==> src/psch_consts.svh <==
`ifndef PSCH_CONSTS_SVH
`define PSCH_CONSTS_SVH
// ----------------------------------------
// Register offsets
// ----------------------------------------
`define PSCH_ADDR_CMD 12'h000
`define PSCH_ADDR_STATUS 12'h004
`define PSCH_ADDR_CTRLWORD 12'h008
// ----------------------------------------
// Command codes, signed 16 bit
// ----------------------------------------
`define PSCH_CMD_RESET 16'hfffa
`define PSCH_CMD_FACT_SAVE_MID 16'hfffb
`define PSCH_CMD_USER_MID 16'hfffc
`define PSCH_CMD_FACT_CLR_ID 16'hfffd
`define PSCH_CMD_USER_LOAD 16'hfffe
`define PSCH_CMD_FACT_LOAD 16'hffff
`define PSCH_CMD_SAVE 16'h0001
// ----------------------------------------
// Status fields and reset values
// ----------------------------------------
`define PSCH_CMD_RST 16'h0000
`define PSCH_CW_RST 16'h0000
`define PSCH_ST_BUSY 0
`define PSCH_ST_CENTRING 1
`define PSCH_ST_ABORTED 2
`define PSCH_ST_BLOCKED 3
`endif

==> src/psch_pkg.sv <==
package psch_pkg;
  typedef enum logic [2:0] {
    PSCH_IDLE = 3'b000,
    PSCH_WAIT_PARAM = 3'b001,
    PSCH_WAIT_SAVE = 3'b010,
    PSCH_CENTRE = 3'b011,
    PSCH_RESET = 3'b100
  } psch_state_t;
endpackage

==> src/psch_sync.sv <==
module psch_sync (
  // Clock and reset
  input wire logic clk,
  input wire logic rstN,
  // Level in and out
  input wire logic din,
  output logic dout
);
  logic stage1_ff;
  logic stage2_ff;
  always_ff @(posedge clk or negedge rstN) begin
    if (!rstN) begin
      stage1_ff <= 1'b0;
      stage2_ff <= 1'b0;
    end else begin
      stage1_ff <= din;
      stage2_ff <= stage1_ff;
    end
  end
  assign dout = stage2_ff;
endmodule // psch_sync

==> src/psch_cmd_handler.sv <==
// What this block does
// RL1: Minus six requests a full drive reset.
// RL2: Minus five: factory load, save, then centre.
// RL3: Minus four: user load, then centre.
// RL4: Minus three: factory load, clear identity, save.
// RL5: Minus two: user load, no save.
// RL6: Minus one: factory load, no save.
// RL7: Plus one saves parameters to memory.
// RL8: Controller writes only defined codes, signed 16-bit.
// RL9: Command register is volatile, readable and writable.
// RL10: Constant control word ignored while centring.
// RL11: Control word change aborts centring.
// RL12: Old run commands never resume after centring.
// RL13: Unsupported codes cause no action.
`include "psch_consts.svh"
module psch_cmd_handler (
  // Clock and reset
  input wire logic ref_clk,
  input wire logic rstn,
  // APB slave
  input wire logic psel,
  input wire logic penable,
  input wire logic pwrite,
  input wire logic [11:0] paddr,
  input wire logic [31:0] pwdata,
  output logic pready,
  output logic [31:0] prdata,
  output logic pslverr,
  // Cyclic control word from the fieldbus
  input wire logic [15:0] ctrlWord,
  input wire logic ctrlWordValid,
  // Parameter store handshake
  output logic loadFactory_ff,
  output logic loadUser_ff,
  output logic saveNvm_ff,
  output logic clearIdent_ff,
  input wire logic storeDone,
  // Drive actions
  output logic driveReset_ff,
  output logic centreStart_ff,
  output logic centreAbort_ff,
  input wire logic centreDone,
  output logic [15:0] ctrlWordOut_ff,
  output logic ctrlWordOutValid_ff
);
  // ----------------------------------------
  // Reset release
  // ----------------------------------------
  logic rstnSync;
  psch_sync u_rst_sync (
    .clk(ref_clk),
    .rstN(rstn),
    .din(1'b1),
    .dout(rstnSync)
  );

  // ----------------------------------------
  // APB decode
  // ----------------------------------------
  logic wrCmd;
  logic centreEntry;
  logic [15:0] cmd_ff;
  logic [15:0] cmdPend_ff;
  logic cmdNew_ff;
  psch_pkg::psch_state_t state_ff;
  psch_pkg::psch_state_t nxt_state;
  logic aborted_ff;
  logic blocked_ff;
  logic [15:0] cwHeld_ff;
  logic knownCmd;
  logic centreMove;
  logic cwChanged;
  logic busy;
  logic [1:0] step_ff;

  assign wrCmd = psel && penable && pwrite && (paddr == `PSCH_ADDR_CMD);
  assign busy = (state_ff != psch_pkg::PSCH_IDLE);

  // Zero wait states: pready is asserted in every access phase.
  always_ff @(posedge ref_clk or negedge rstnSync) begin
    if (!rstnSync) begin
      pready <= 1'b0;
      pslverr <= 1'b0;
    end else begin
      pready <= psel && !penable;
      pslverr <= psel && !penable && (paddr != `PSCH_ADDR_CMD)
        && (paddr != `PSCH_ADDR_STATUS) && (paddr != `PSCH_ADDR_CTRLWORD);
    end
  end

  // The command register lives only in flops, so it is lost at reset.
  always_ff @(posedge ref_clk or negedge rstnSync) begin
    if (!rstnSync) begin
      cmd_ff <= `PSCH_CMD_RST; // see RL9
    end else if (wrCmd && pready) begin
      cmd_ff <= pwdata[15:0]; // see RL9
    end
  end

  always_ff @(posedge ref_clk or negedge rstnSync) begin
    if (!rstnSync) begin
      prdata <= 32'h0000_0000;
    end else if (psel && !penable && !pwrite) begin
      case (paddr)
        `PSCH_ADDR_CMD: prdata <= {{16{cmd_ff[15]}}, cmd_ff}; // see RL9
        `PSCH_ADDR_STATUS: prdata <= {28'h000_0000, blocked_ff, aborted_ff,
                                      centreMove, busy};
        `PSCH_ADDR_CTRLWORD: prdata <= {16'h0000, cwHeld_ff};
        default: prdata <= 32'h0000_0000;
      endcase
    end
  end

  // A write while busy is latched and run once the handler is idle.
  always_ff @(posedge ref_clk or negedge rstnSync) begin
    if (!rstnSync) begin
      cmdNew_ff <= 1'b0;
      cmdPend_ff <= `PSCH_CMD_RST;
    end else if (wrCmd && pready) begin
      cmdNew_ff <= 1'b1;
      cmdPend_ff <= pwdata[15:0];
    end else if (!busy) begin
      cmdNew_ff <= 1'b0;
    end
  end

  // ----------------------------------------
  // Command sequencer
  // ----------------------------------------
  always_comb begin
    case (cmdPend_ff)
      `PSCH_CMD_RESET, `PSCH_CMD_FACT_SAVE_MID, `PSCH_CMD_USER_MID,
      `PSCH_CMD_FACT_CLR_ID, `PSCH_CMD_USER_LOAD, `PSCH_CMD_FACT_LOAD,
      `PSCH_CMD_SAVE: knownCmd = 1'b1;
      default: knownCmd = 1'b0; // see RL13
    endcase
  end

  assign centreMove = (state_ff == psch_pkg::PSCH_CENTRE);
  assign cwChanged = ctrlWordValid && (ctrlWord != cwHeld_ff);

  always_comb begin
    nxt_state = state_ff;
    case (state_ff)
      psch_pkg::PSCH_IDLE: begin
        if (cmdNew_ff && knownCmd) begin
          if (cmdPend_ff == `PSCH_CMD_RESET) begin
            nxt_state = psch_pkg::PSCH_RESET; // see RL1
          end else if (cmdPend_ff == `PSCH_CMD_SAVE) begin
            nxt_state = psch_pkg::PSCH_WAIT_SAVE; // see RL7
          end else begin
            nxt_state = psch_pkg::PSCH_WAIT_PARAM;
          end
        end
      end
      psch_pkg::PSCH_WAIT_PARAM: begin
        if (storeDone) begin
          if (step_ff == 2'd1 || step_ff == 2'd3) begin
            nxt_state = psch_pkg::PSCH_WAIT_SAVE; // see RL2, RL4
          end else if (step_ff == 2'd2) begin
            nxt_state = psch_pkg::PSCH_CENTRE; // see RL3
          end else begin
            nxt_state = psch_pkg::PSCH_IDLE; // see RL5
          end
        end
      end
      psch_pkg::PSCH_WAIT_SAVE: begin
        if (storeDone) begin
          nxt_state = (step_ff == 2'd1) ? psch_pkg::PSCH_CENTRE
                                        : psch_pkg::PSCH_IDLE; // see RL2
        end
      end
      psch_pkg::PSCH_CENTRE: begin
        if (cwChanged || centreDone) begin
          nxt_state = psch_pkg::PSCH_IDLE; // see RL11
        end
      end
      psch_pkg::PSCH_RESET: nxt_state = psch_pkg::PSCH_IDLE;
      default: nxt_state = psch_pkg::PSCH_IDLE;
    endcase
  end

  always_ff @(posedge ref_clk or negedge rstnSync) begin
    if (!rstnSync) begin
      state_ff <= psch_pkg::PSCH_IDLE;
    end else begin
      state_ff <= nxt_state;
    end
  end

  // Step: 1 = save then centre, 2 = centre only, 0 = no follow-up.
  always_ff @(posedge ref_clk or negedge rstnSync) begin
    if (!rstnSync) begin
      step_ff <= 2'd0;
    end else if (state_ff == psch_pkg::PSCH_IDLE && cmdNew_ff) begin
      if (cmdPend_ff == `PSCH_CMD_FACT_SAVE_MID) begin
        step_ff <= 2'd1; // see RL2
      end else if (cmdPend_ff == `PSCH_CMD_USER_MID) begin
        step_ff <= 2'd2; // see RL3
      end else if (cmdPend_ff == `PSCH_CMD_FACT_CLR_ID) begin
        step_ff <= 2'd3; // see RL4
      end else begin
        step_ff <= 2'd0;
      end
    end
  end

  // ----------------------------------------
  // Action strobes
  // ----------------------------------------
  logic startCmd;
  assign startCmd = (state_ff == psch_pkg::PSCH_IDLE) && cmdNew_ff && knownCmd;
  assign centreEntry = (state_ff != psch_pkg::PSCH_CENTRE)
    && (nxt_state == psch_pkg::PSCH_CENTRE);

  always_ff @(posedge ref_clk or negedge rstnSync) begin
    if (!rstnSync) begin
      loadFactory_ff <= 1'b0;
      loadUser_ff <= 1'b0;
      clearIdent_ff <= 1'b0;
      driveReset_ff <= 1'b0;
    end else begin
      loadFactory_ff <= startCmd && (cmdPend_ff == `PSCH_CMD_FACT_SAVE_MID
        || cmdPend_ff == `PSCH_CMD_FACT_CLR_ID
        || cmdPend_ff == `PSCH_CMD_FACT_LOAD); // see RL6
      loadUser_ff <= startCmd && (cmdPend_ff == `PSCH_CMD_USER_MID
        || cmdPend_ff == `PSCH_CMD_USER_LOAD); // see RL5
      clearIdent_ff <= startCmd && (cmdPend_ff == `PSCH_CMD_FACT_CLR_ID); // see RL4
      driveReset_ff <= startCmd && (cmdPend_ff == `PSCH_CMD_RESET); // see RL1
    end
  end

  // Save follows the load for minus five and minus three, or runs alone for plus one.
  always_ff @(posedge ref_clk or negedge rstnSync) begin
    if (!rstnSync) begin
      saveNvm_ff <= 1'b0;
    end else begin
      saveNvm_ff <= (startCmd && cmdPend_ff == `PSCH_CMD_SAVE) // see RL7
        || (state_ff == psch_pkg::PSCH_WAIT_PARAM && storeDone
            && (step_ff == 2'd1 || step_ff == 2'd3)); // see RL4
    end
  end

  always_ff @(posedge ref_clk or negedge rstnSync) begin
    if (!rstnSync) begin
      centreStart_ff <= 1'b0;
      centreAbort_ff <= 1'b0;
    end else begin
      centreStart_ff <= centreEntry;
      centreAbort_ff <= centreMove && cwChanged && !centreDone; // see RL11
    end
  end

  // Step 3 shares the save path but never centres.
  // ----------------------------------------
  // Control word gating
  // ----------------------------------------
  // Blocking stays set after centring until the control word changes,
  // so a run word that persisted from before cannot restart the old run.
  always_ff @(posedge ref_clk or negedge rstnSync) begin
    if (!rstnSync) begin
      cwHeld_ff <= `PSCH_CW_RST;
    end else if (ctrlWordValid) begin
      cwHeld_ff <= ctrlWord;
    end
  end

  always_ff @(posedge ref_clk or negedge rstnSync) begin
    if (!rstnSync) begin
      blocked_ff <= 1'b0;
      aborted_ff <= 1'b0;
    end else begin
      if (centreEntry) begin
        blocked_ff <= 1'b1; // see RL12
      end else if (cwChanged) begin
        blocked_ff <= 1'b0; // see RL12
      end
      if (centreMove && cwChanged) begin
        aborted_ff <= 1'b1; // see RL11
      end else if (centreEntry) begin
        aborted_ff <= 1'b0;
      end
    end
  end

  always_ff @(posedge ref_clk or negedge rstnSync) begin
    if (!rstnSync) begin
      ctrlWordOut_ff <= `PSCH_CW_RST;
      ctrlWordOutValid_ff <= 1'b0;
    end else begin
      ctrlWordOutValid_ff <= ctrlWordValid && (!blocked_ff || cwChanged); // see RL10
      ctrlWordOut_ff <= ctrlWordValid ? ctrlWord : ctrlWordOut_ff;
    end
  end

  // ----------------------------------------
  // Checks
  // ----------------------------------------
  AST_RESET_STROBE: assert property (@(posedge ref_clk) disable iff (!rstnSync) // see RL1
    (state_ff == psch_pkg::PSCH_IDLE && cmdNew_ff && cmdPend_ff == `PSCH_CMD_RESET)
      |=> driveReset_ff)
    else $error("Reset code did not reset the drive.");
  AST_FACT_SAVE: assert property (@(posedge ref_clk) disable iff (!rstnSync) // see RL2
    (state_ff == psch_pkg::PSCH_WAIT_PARAM && storeDone && step_ff == 2'd1) |=> saveNvm_ff)
    else $error("Factory load was not followed by a save.");
  AST_USER_CENTRE: assert property (@(posedge ref_clk) disable iff (!rstnSync) // see RL3
    (state_ff == psch_pkg::PSCH_WAIT_PARAM && storeDone && step_ff == 2'd2)
      |=> centreStart_ff)
    else $error("User load did not start the centring move.");
  AST_CLEAR_ID: assert property (@(posedge ref_clk) disable iff (!rstnSync) // see RL4
    clearIdent_ff |-> loadFactory_ff)
    else $error("Identity cleared without factory load.");
  AST_USER_NOSAVE: assert property (@(posedge ref_clk) disable iff (!rstnSync) // see RL5
    (loadUser_ff && step_ff == 2'd0) |-> !saveNvm_ff ##1 !saveNvm_ff)
    else $error("User load wrote memory.");
  AST_FACT_NOSAVE: assert property (@(posedge ref_clk) disable iff (!rstnSync) // see RL6
    (loadFactory_ff && step_ff == 2'd0) |-> !clearIdent_ff && !saveNvm_ff)
    else $error("Factory load touched memory or identity.");
  AST_SAVE: assert property (@(posedge ref_clk) disable iff (!rstnSync) // see RL7
    (startCmd && cmdPend_ff == `PSCH_CMD_SAVE) |=> saveNvm_ff && !loadFactory_ff)
    else $error("Save code did not save.");
  AST_VOLATILE: assert property (@(posedge ref_clk) disable iff (!rstnSync) // see RL9
    $rose(rstnSync) |-> cmd_ff == `PSCH_CMD_RST)
    else $error("Command register not cleared at reset.");
  AST_IGNORE_CW: assert property (@(posedge ref_clk) disable iff (!rstnSync) // see RL10
    (blocked_ff && ctrlWordValid && !cwChanged) |=> !ctrlWordOutValid_ff)
    else $error("Constant control word passed while blocked.");
  AST_ABORT: assert property (@(posedge ref_clk) disable iff (!rstnSync) // see RL11
    (centreMove && cwChanged) |=> state_ff == psch_pkg::PSCH_IDLE && aborted_ff)
    else $error("Control word change did not abort centring.");
  AST_NO_RESUME: assert property (@(posedge ref_clk) disable iff (!rstnSync) // see RL12
    (centreMove && centreDone && !cwChanged) |=> blocked_ff)
    else $error("Old run command not blocked after centring.");
  AST_UNKNOWN: assert property (@(posedge ref_clk) disable iff (!rstnSync) // see RL13
    (state_ff == psch_pkg::PSCH_IDLE && cmdNew_ff && !knownCmd)
      |=> state_ff == psch_pkg::PSCH_IDLE && !loadFactory_ff && !loadUser_ff && !saveNvm_ff)
    else $error("Unsupported code caused an action.");
endmodule // psch_cmd_handler

==> config.mk <==
export PLATFORM = sky130hd
export DESIGN_NAME = psch_cmd_handler
export DESIGN_NICKNAME = d
export VERILOG_FILES = /design/src/psch_pkg.sv /design/src/psch_sync.sv /design/src/psch_cmd_handler.sv
export VERILOG_INCLUDE_DIRS = /design/src
export SDC_FILE = /design/constraint.sdc
export NUM_CORES = 1
export LEC_CHECK = 0
export ABC_AREA = 1
export BUFFER_PORTS_ARGS = -buffer_cell sky130_fd_sc_hd__buf_2
export CORE_MARGIN = 2
export CORE_UTILIZATION = 45
export CTS_CLUSTER_DIAMETER = 30
export CTS_CLUSTER_SIZE = 14
export DETAILED_ROUTE_END_ITERATION = 16
export GPL_TIMING_DRIVEN = 0
export PLACE_DENSITY_LB_ADDON = 0.1
export SLEW_MARGIN = 20
export SYNTH_ARGS = -nofsm -noshare
export SYNTH_HDL_FRONTEND = slang
export SYNTH_HIERARCHICAL = 1
export SYNTH_SLANG_ARGS = --single-unit
==> constraint.sdc <==
create_clock -name ref_clk -period 2.2 [get_ports ref_clk]
set_input_delay 0.33 -clock ref_clk [delete_from_list [all_inputs] [get_ports ref_clk]]
set_output_delay 0.33 -clock ref_clk [all_outputs]
set_load 0.02 [all_outputs]
; ---- Word level (Yosys, flattened, before mapping)
; Cells that the tools add are included.
[word_totals]
output_inout_bits = 58
wordCells = 104
register_bits = 84
[classes]
mux = 21
reduce_logical = 42
n_eq_ne = 21
[op_table]
columns = operator, count
row1 = "16-bit == test, second input constant", 6
row2 = 32-bit case mux with 3 select lines, 1
row3 = 1-bit logical AND, 24
row4 = "16-bit by 1-bit == test with 1-bit output, second input constant", 1
row5 = 16-bit != test, 1
row6 = 3-bit two-way mux, 5
row7 = 2-bit two-way mux, 7
row8 = "12-bit by 3-bit == test with 1-bit output, second input constant", 1
row9 = "12-bit by 4-bit == test with 1-bit output, second input constant", 1
row10 = 12-bit logical NOT, 1
row11 = "12-bit by 3-bit != test with 1-bit output, second input constant", 1
row12 = "12-bit by 4-bit != test with 1-bit output, second input constant", 1
row13 = 3-bit case mux with 4 select lines, 1
row14 = 12-bit nonzero test, 1
row15 = "3-bit by 2-bit == test with 1-bit output, second input constant", 3
row16 = 1-bit logical OR, 7
row17 = 1-bit two-way mux, 7
row18 = 7-bit OR reduction, 1
row19 = "2-bit == test, second input constant", 2
row20 = 1-bit logical NOT, 4
row21 = 2-bit nonzero test, 2
row22 = "3-bit by 1-bit == test with 1-bit output, second input constant", 1
row23 = 3-bit logical NOT, 1
row24 = "3-bit by 2-bit != test with 1-bit output, second input constant", 1
row25 = other kinds (3), 3

; ---- Depth between registers and ports, before layout
[depth]
depth_word = 10
mapped_depth = 13

; ---- Modules after synthesis
; The synthesis kept the hierarchy.
[by_module_without_submodules]
columns = module, area_per_inst_um2, cells_per_inst, n_inst, seq_area_each_um2
row1 = psch_cmd_handler, 3482.1, 426, 1, 1676.6
row2 = psch_sync, 50.0, 2, 1, 50.0

; ---- Worst setup path after synthesis
; OpenSTA, ideal clock, no wires.
[synth_timing]
path_kind = input port to flip-flop
start = in paddr[1]
end = reg cmdPend_ff[10]
stages = 7
slack_ps = 659
arrival_ps = 1416
path_buffers = 1
path_cell_list = or2_4 nor2_4 nand3_2 inv_2 nand3_4 buf_6 mux2_4
[synth_via]
elab_chain_len = 3
[synth_rtl]
columns = item, line_no
row1 = "start, declared", psch_cmd_handler.sv:24  ; input wire logic [11:0] paddr,
row2 = 12-bit logical NOT, -
row3 = 1-bit logical AND, psch_cmd_handler.sv:76  ; assign wrCmd = psel && penable && pwrite && (paddr == `PSCH_ADDR_CMD);
row4 = 1-bit logical AND, psch_cmd_handler.sv:119  ; end else if (wrCmd && pready) begin
row5 = "end signal, assigned", psch_cmd_handler.sv:118  ; cmdPend_ff <= `PSCH_CMD_RST;
row6 = "end signal, assigned", psch_cmd_handler.sv:121  ; cmdPend_ff <= pwdata[15:0];
row7 = "end, declared", psch_cmd_handler.sv:63  ; logic [15:0] cmdPend_ff;
; Every way passes these cells.
; A chain may end at the register's enable or synchronous reset.

; ---- Worst setup path in the final report
[layout_timing]
start = reg state_ff[1]
end = reg aborted_ff
[layout_via]
elab_chain_len = 5
elab_cells_between_ends = 15
[layout_rtl]
columns = item, line_no
row1 = "start, declared", psch_cmd_handler.sv:65  ; psch_pkg::psch_state_t state_ff;
row2 = "start signal, assigned", psch_cmd_handler.sv:185  ; state_ff <= psch_pkg::PSCH_IDLE;
row3 = "start signal, assigned", psch_cmd_handler.sv:187  ; state_ff <= nxt_state;
row4 = "3-bit by 2-bit == test with 1-bit output, or another cell as far along", psch_cmd_handler.sv:144  ; case (state_ff)
row5 = 3-bit case mux with 4 select lines *, psch_cmd_handler.sv:144
row6 = named net nxt_state[0], psch_cmd_handler.sv:66  ; psch_pkg::psch_state_t nxt_state;
row7 = 3-bit by 2-bit == test with 1-bit output *, psch_cmd_handler.sv:214  ; && (nxt_state == psch_pkg::PSCH_CENTRE);
row8 = 1-bit logical AND *, psch_cmd_handler.sv:214
row9 = 2-bit nonzero test (no line) *, -
row10 = "end signal, assigned", psch_cmd_handler.sv:271  ; aborted_ff <= 1'b0;
row11 = "end signal, assigned", psch_cmd_handler.sv:279  ; aborted_ff <= 1'b1;
row12 = "end signal, assigned", psch_cmd_handler.sv:281  ; aborted_ff <= 1'b0;
row13 = "end, declared", psch_cmd_handler.sv:67  ; logic aborted_ff;
; The timed path passes the listed nets; every way through them passes the cells marked *.

==> metrics.txt <==
# TYPE chip_impl_metric gauge
chip_impl_info{name="outcome",value="finished, final reports clean"} 1
chip_impl_metric{name="worst_margin_pin_slew",unit="ps"} 498
chip_impl_metric{name="postSynthNetCount",unit=""} 496
chip_impl_metric{name="dr.first_iter.drc_count",unit=""} 109
chip_impl_metric{name="num_vias",unit=""} 3128
chip_impl_metric{name="required",unit="ps"} 2430
chip_impl_metric{name="area_growth_syn_to_layout",unit="%"} 25.7
chip_impl_metric{name="cts-htree-levels",unit=""} 3
chip_impl_info{name="rsz0062_at_grt",value="false"} 1
chip_impl_info{name="clock-root-buffer",value="sky130_fd_sc_hd__clkbuf_8"} 1
chip_impl_info{name="worst_setup_path_start_kind",value="flip-flop"} 1
chip_impl_metric{name="final.min_clock_period",unit="ps"} 1720
chip_impl_metric{name="overall_power_consumption",unit="mW"} 2.65
chip_impl_metric{name="antenna_left",unit=""} 0
chip_impl_metric{name="fmax",unit="MHz"} 581
chip_impl_metric{name="sequential_element_share_of_the_synthesized_area",unit="%"} 48.9
chip_impl_metric{name="final_layout_size_suffix_gt1_share",unit="%"} 30.8
chip_impl_metric{name="io-pin-count",unit=""} 126
chip_impl_info{name="critPathLaunch",value="state_ff[1]"} 1
chip_impl_metric{name="max_slew_margin",unit="%"} 66.5
chip_impl_metric{name="wire_per_inst",unit="um"} 12.5
chip_impl_metric{name="critical_path_buffers_and_inverters",unit=""} 0
chip_impl_metric{name="via_per_inst",unit=""} 4.76
chip_impl_metric{name="grt_antenna_before_repair",unit=""} 0
chip_impl_metric{name="clock_sink_count",unit=""} 69
chip_impl_metric{name="arrival",unit="ps"} 1950
chip_impl_metric{name="yosys.cell_types.count",unit=""} 31
chip_impl_metric{name="number_of_enable_flip_flop_cells_after_synthesis",unit=""} 0
chip_impl_info{name="tritoncts",value="built"} 1
chip_impl_metric{name="regToRegSetupSlack",unit="ps"} 480
chip_impl_metric{name="fin_hold_ws",unit="ps"} 164
chip_impl_info{name="timing.critical_path.max_delay_family",value="simple AND/OR/NAND/NOR gates"} 1
chip_impl_metric{name="largest_net_degree_at_the_start_of_global_routing",unit=""} 51
chip_impl_metric{name="floorplan.die.width",unit="um"} 92.6
chip_impl_metric{name="place_congestion",unit=""} 0.847
chip_impl_info{name="critical_path.most_common_cell",value="sky130_fd_sc_hd__nand2_1"} 1
chip_impl_metric{name="clock_tree.buffer_depth",unit=""} 2
chip_impl_metric{name="grt_pass1_wl",unit="um"} 13400
chip_impl_metric{name="ys_async_sr_fraction",unit="%"} 100
chip_impl_metric{name="cts_buffers",unit=""} 9
chip_impl_metric{name="power.static_leakage",unit="nW"} 2.57
chip_impl_metric{name="place_hpwl",unit="um"} 6370
chip_impl_metric{name="postSynthCellCount",unit=""} 428
chip_impl_metric{name="synth_seq_cells",unit=""} 69
chip_impl_info{name="hold_path.class",value="primary input to flip-flop"} 1
chip_impl_metric{name="vdd_ir_drop_max",unit="mV"} 0.324
chip_impl_metric{name="syn_area_per_cell",unit="um2"} 8.25
chip_impl_metric{name="floorplan.core_area",unit="mm2"} 0.00765
chip_impl_metric{name="die_height",unit="um"} 92.6
chip_impl_metric{name="post_cts.resized_instances",unit=""} 0
chip_impl_metric{name="skew",unit="ps"} 10.1
chip_impl_metric{name="diodes",unit=""} 0
chip_impl_metric{name="power_per_cell_area",unit="mW/mm2"} 596
chip_impl_metric{name="detail_route.first_pass.iterations",unit=""} 4
chip_impl_metric{name="worst_skew_pair.late_latency",unit="ps"} 340
chip_impl_metric{name="floorplan.initialDensity",unit="%"} 46.2
chip_impl_metric{name="slew_limit_fails",unit=""} 0
chip_impl_metric{name="crit_path_max_incr_delay",unit="ps"} 510
chip_impl_metric{name="grt.total_usage",unit="%"} 20.3
chip_impl_metric{name="hold_violations_final",unit=""} 0
chip_impl_metric{name="first_global_vias",unit=""} 2888
chip_impl_metric{name="final_net_count",unit=""} 618
chip_impl_metric{name="worstPathMaxFanout",unit=""} 6
chip_impl_info{name="worstReg2RegStart",value="state_ff[1]"} 1
chip_impl_metric{name="synth_warnings",unit=""} 6
chip_impl_metric{name="hold_depth",unit=""} 2
chip_impl_metric{name="port-buffer-count",unit=""} 109
chip_impl_info{name="min_from",value="centreDone"} 1
chip_impl_metric{name="route.final.wire_length",unit="um"} 8240
chip_impl_info{name="critical_path.reg2reg.endpoint",value="aborted_ff"} 1
chip_impl_info{name="critical_path.cell_chain",value="nor4_2 > nand2_1 > nand2_2 > nand2_1 > nand3_1 > nand3_2 > nand2_1 > nand2_1"} 1
chip_impl_metric{name="drc_errors",unit=""} 0
chip_impl_metric{name="die_area",unit="mm2"} 0.00857
chip_impl_metric{name="maxCapViolCount",unit=""} 0
chip_impl_info{name="critical_path_end_type",value="flip-flop"} 1
chip_impl_metric{name="std_cell_rows",unit=""} 32
chip_impl_info{name="critical_path_class",value="flip-flop to flip-flop"} 1
chip_impl_metric{name="grt-ovfl-total",unit=""} 0
chip_impl_metric{name="synth_area",unit="mm2"} 0.00353
chip_impl_metric{name="final.period_utilization",unit="%"} 78.3
chip_impl_metric{name="worst-r2r-cell-count",unit=""} 8
chip_impl_info{name="timing.critical_path.slowest_stage_cell",value="sky130_fd_sc_hd__nor4_2"} 1
chip_impl_info{name="hold_path_end",value="centreAbort_ff"} 1
chip_impl_info{name="ys_dominant_reg_cell",value="sky130_fd_sc_hd__dfrtp_1"} 1
chip_impl_metric{name="clock_transition_at_the_registers_of_the_reported_paths",unit="ps"} 70
chip_impl_metric{name="setup_violations",unit=""} 0
[cell families after synthesis]
| logic type | synth area share (%) |
|---|---|
| and+or+nand+nor | 23.5 |
| buffers and inverters | 11.0 |
| DFF | 48.9 |
| AOI/OAI and AO/OA | 11.9 |
| muxes | 3.93 |
| xor gates and xnor gates | 0.744 |
| other | 0.106 |
[sequential cells by signal, summed over array words and instances, names as in the netlist, 2 cells and up]
name,count
prdata,17
cmdPend_ff,16
ctrlWordOut_ff,16
state_ff,3
step_ff,2
[worst register-to-register path, delay by kind of cell (launching register included)]
kind	cells	cell delay (ps)
and+or+nand+nor	8	1200
DFF	1	420
[Yosys cell counts, types with 3 or more instances]
cell type	number	area, um2
sky130_fd_sc_hd__nor2_2	4	25.0
sky130_fd_sc_hd__inv_1	59	221
sky130_fd_sc_hd__nand2_1	117	439
sky130_fd_sc_hd__a21oi_1	10	50.1
sky130_fd_sc_hd__dfrtp_1	69	1730
sky130_fd_sc_hd__nor3_1	3	15.0
sky130_fd_sc_hd__nor2_1	46	173
sky130_fd_sc_hd__buf_4	16	120
sky130_fd_sc_hd__o22ai_1	4	25.0
sky130_fd_sc_hd__mux2_4	7	105
sky130_fd_sc_hd__clkbuf_1	6	22.5
sky130_fd_sc_hd__o21ai_0	33	165
sky130_fd_sc_hd__nand2_2	4	25.0
sky130_fd_sc_hd__a22o_1	15	131
sky130_fd_sc_hd__nand3_1	9	45.0
sky130_fd_sc_hd__mux2_2	3	33.8
sky130_fd_sc_hd__xor2_1	3	26.3
[how the worst max path moves through the flow]
stage	end	slack, ps	cells past startpoint
after floorplan	aborted_ff	140	0
after global placement	step_ff[1]	-710	0
after detailed placement	cmdPend_ff[11]	440	8
after CTS	aborted_ff	480	8
after global routing	aborted_ff	290	13
final	aborted_ff	480	8
[metrics by stage]
step	area, um2	TNS (ps)	instances	setup WS, ps	util [%]
after global routing	4440	0	657	287	58.0
after floorplan	3530	0	428	136	-
after CTS	4440	0	657	480	58.0
after global placement	4210	-47550	639	-714	55.0
after detailed placement	4240	0	640	439	55.4
final	4440	0	657	478	58.0
[cells in the final DEF, fill, tap and decap left out, types with 2 or more instances in the layout]
master,n
sky130_fd_sc_hd__o22ai_1,4
sky130_fd_sc_hd__xor2_1,3
sky130_fd_sc_hd__mux2_4,7
sky130_fd_sc_hd__inv_2,2
sky130_fd_sc_hd__buf_2,110
sky130_fd_sc_hd__dfrtp_1,68
sky130_fd_sc_hd__buf_4,16
sky130_fd_sc_hd__a21oi_1,10
sky130_fd_sc_hd__o21a_1,2
sky130_fd_sc_hd__nor2_4,2
sky130_fd_sc_hd__mux2_2,3
sky130_fd_sc_hd__nand2_2,4
sky130_fd_sc_hd__nor3_1,3
sky130_fd_sc_hd__o211ai_1,2
sky130_fd_sc_hd__clkbuf_8,10
sky130_fd_sc_hd__a22o_1,15
sky130_fd_sc_hd__nor2_2,4
sky130_fd_sc_hd__nand3_1,9
sky130_fd_sc_hd__clkinv_2,2
sky130_fd_sc_hd__nand2_1,117
sky130_fd_sc_hd__inv_1,59
sky130_fd_sc_hd__nor2_1,46
sky130_fd_sc_hd__nand3_2,2
sky130_fd_sc_hd__clkbuf_1,8
sky130_fd_sc_hd__o21ai_0,33
sky130_fd_sc_hd__o221ai_1,2
[metal layers]
metal  track usage, %  share of wire (%)
met2             31.1                 46
met4             5.97                1.7
met3             6.75                7.2
met1             27.4                 45
met5                0                  0
[repair_timing]
action,CTS,global route
hold buffers,1,0
hold endpoints to repair,2,0
setup buffers,0,0
[layout make-up]
type	count	area, um2
Timing Repair Buffer	111	583
Clock buffer	12	145
Tap cell	102	128
Clock inverter	4	47.5
Fill cell	736	3210
Sequential cell	69	1730
Multi-Input combinational cell	274	1420
Inverter	61	229
Buffer	24	159
[where the power goes]
| part | internal, mW | switching [mW] |
|---|---|---|
| combinational | 0.105 | 0.174 |
| sequential | 1.31 | 0.0372 |
| clock | 0.552 | 0.471 |
(Power assumes the default switching activity.)
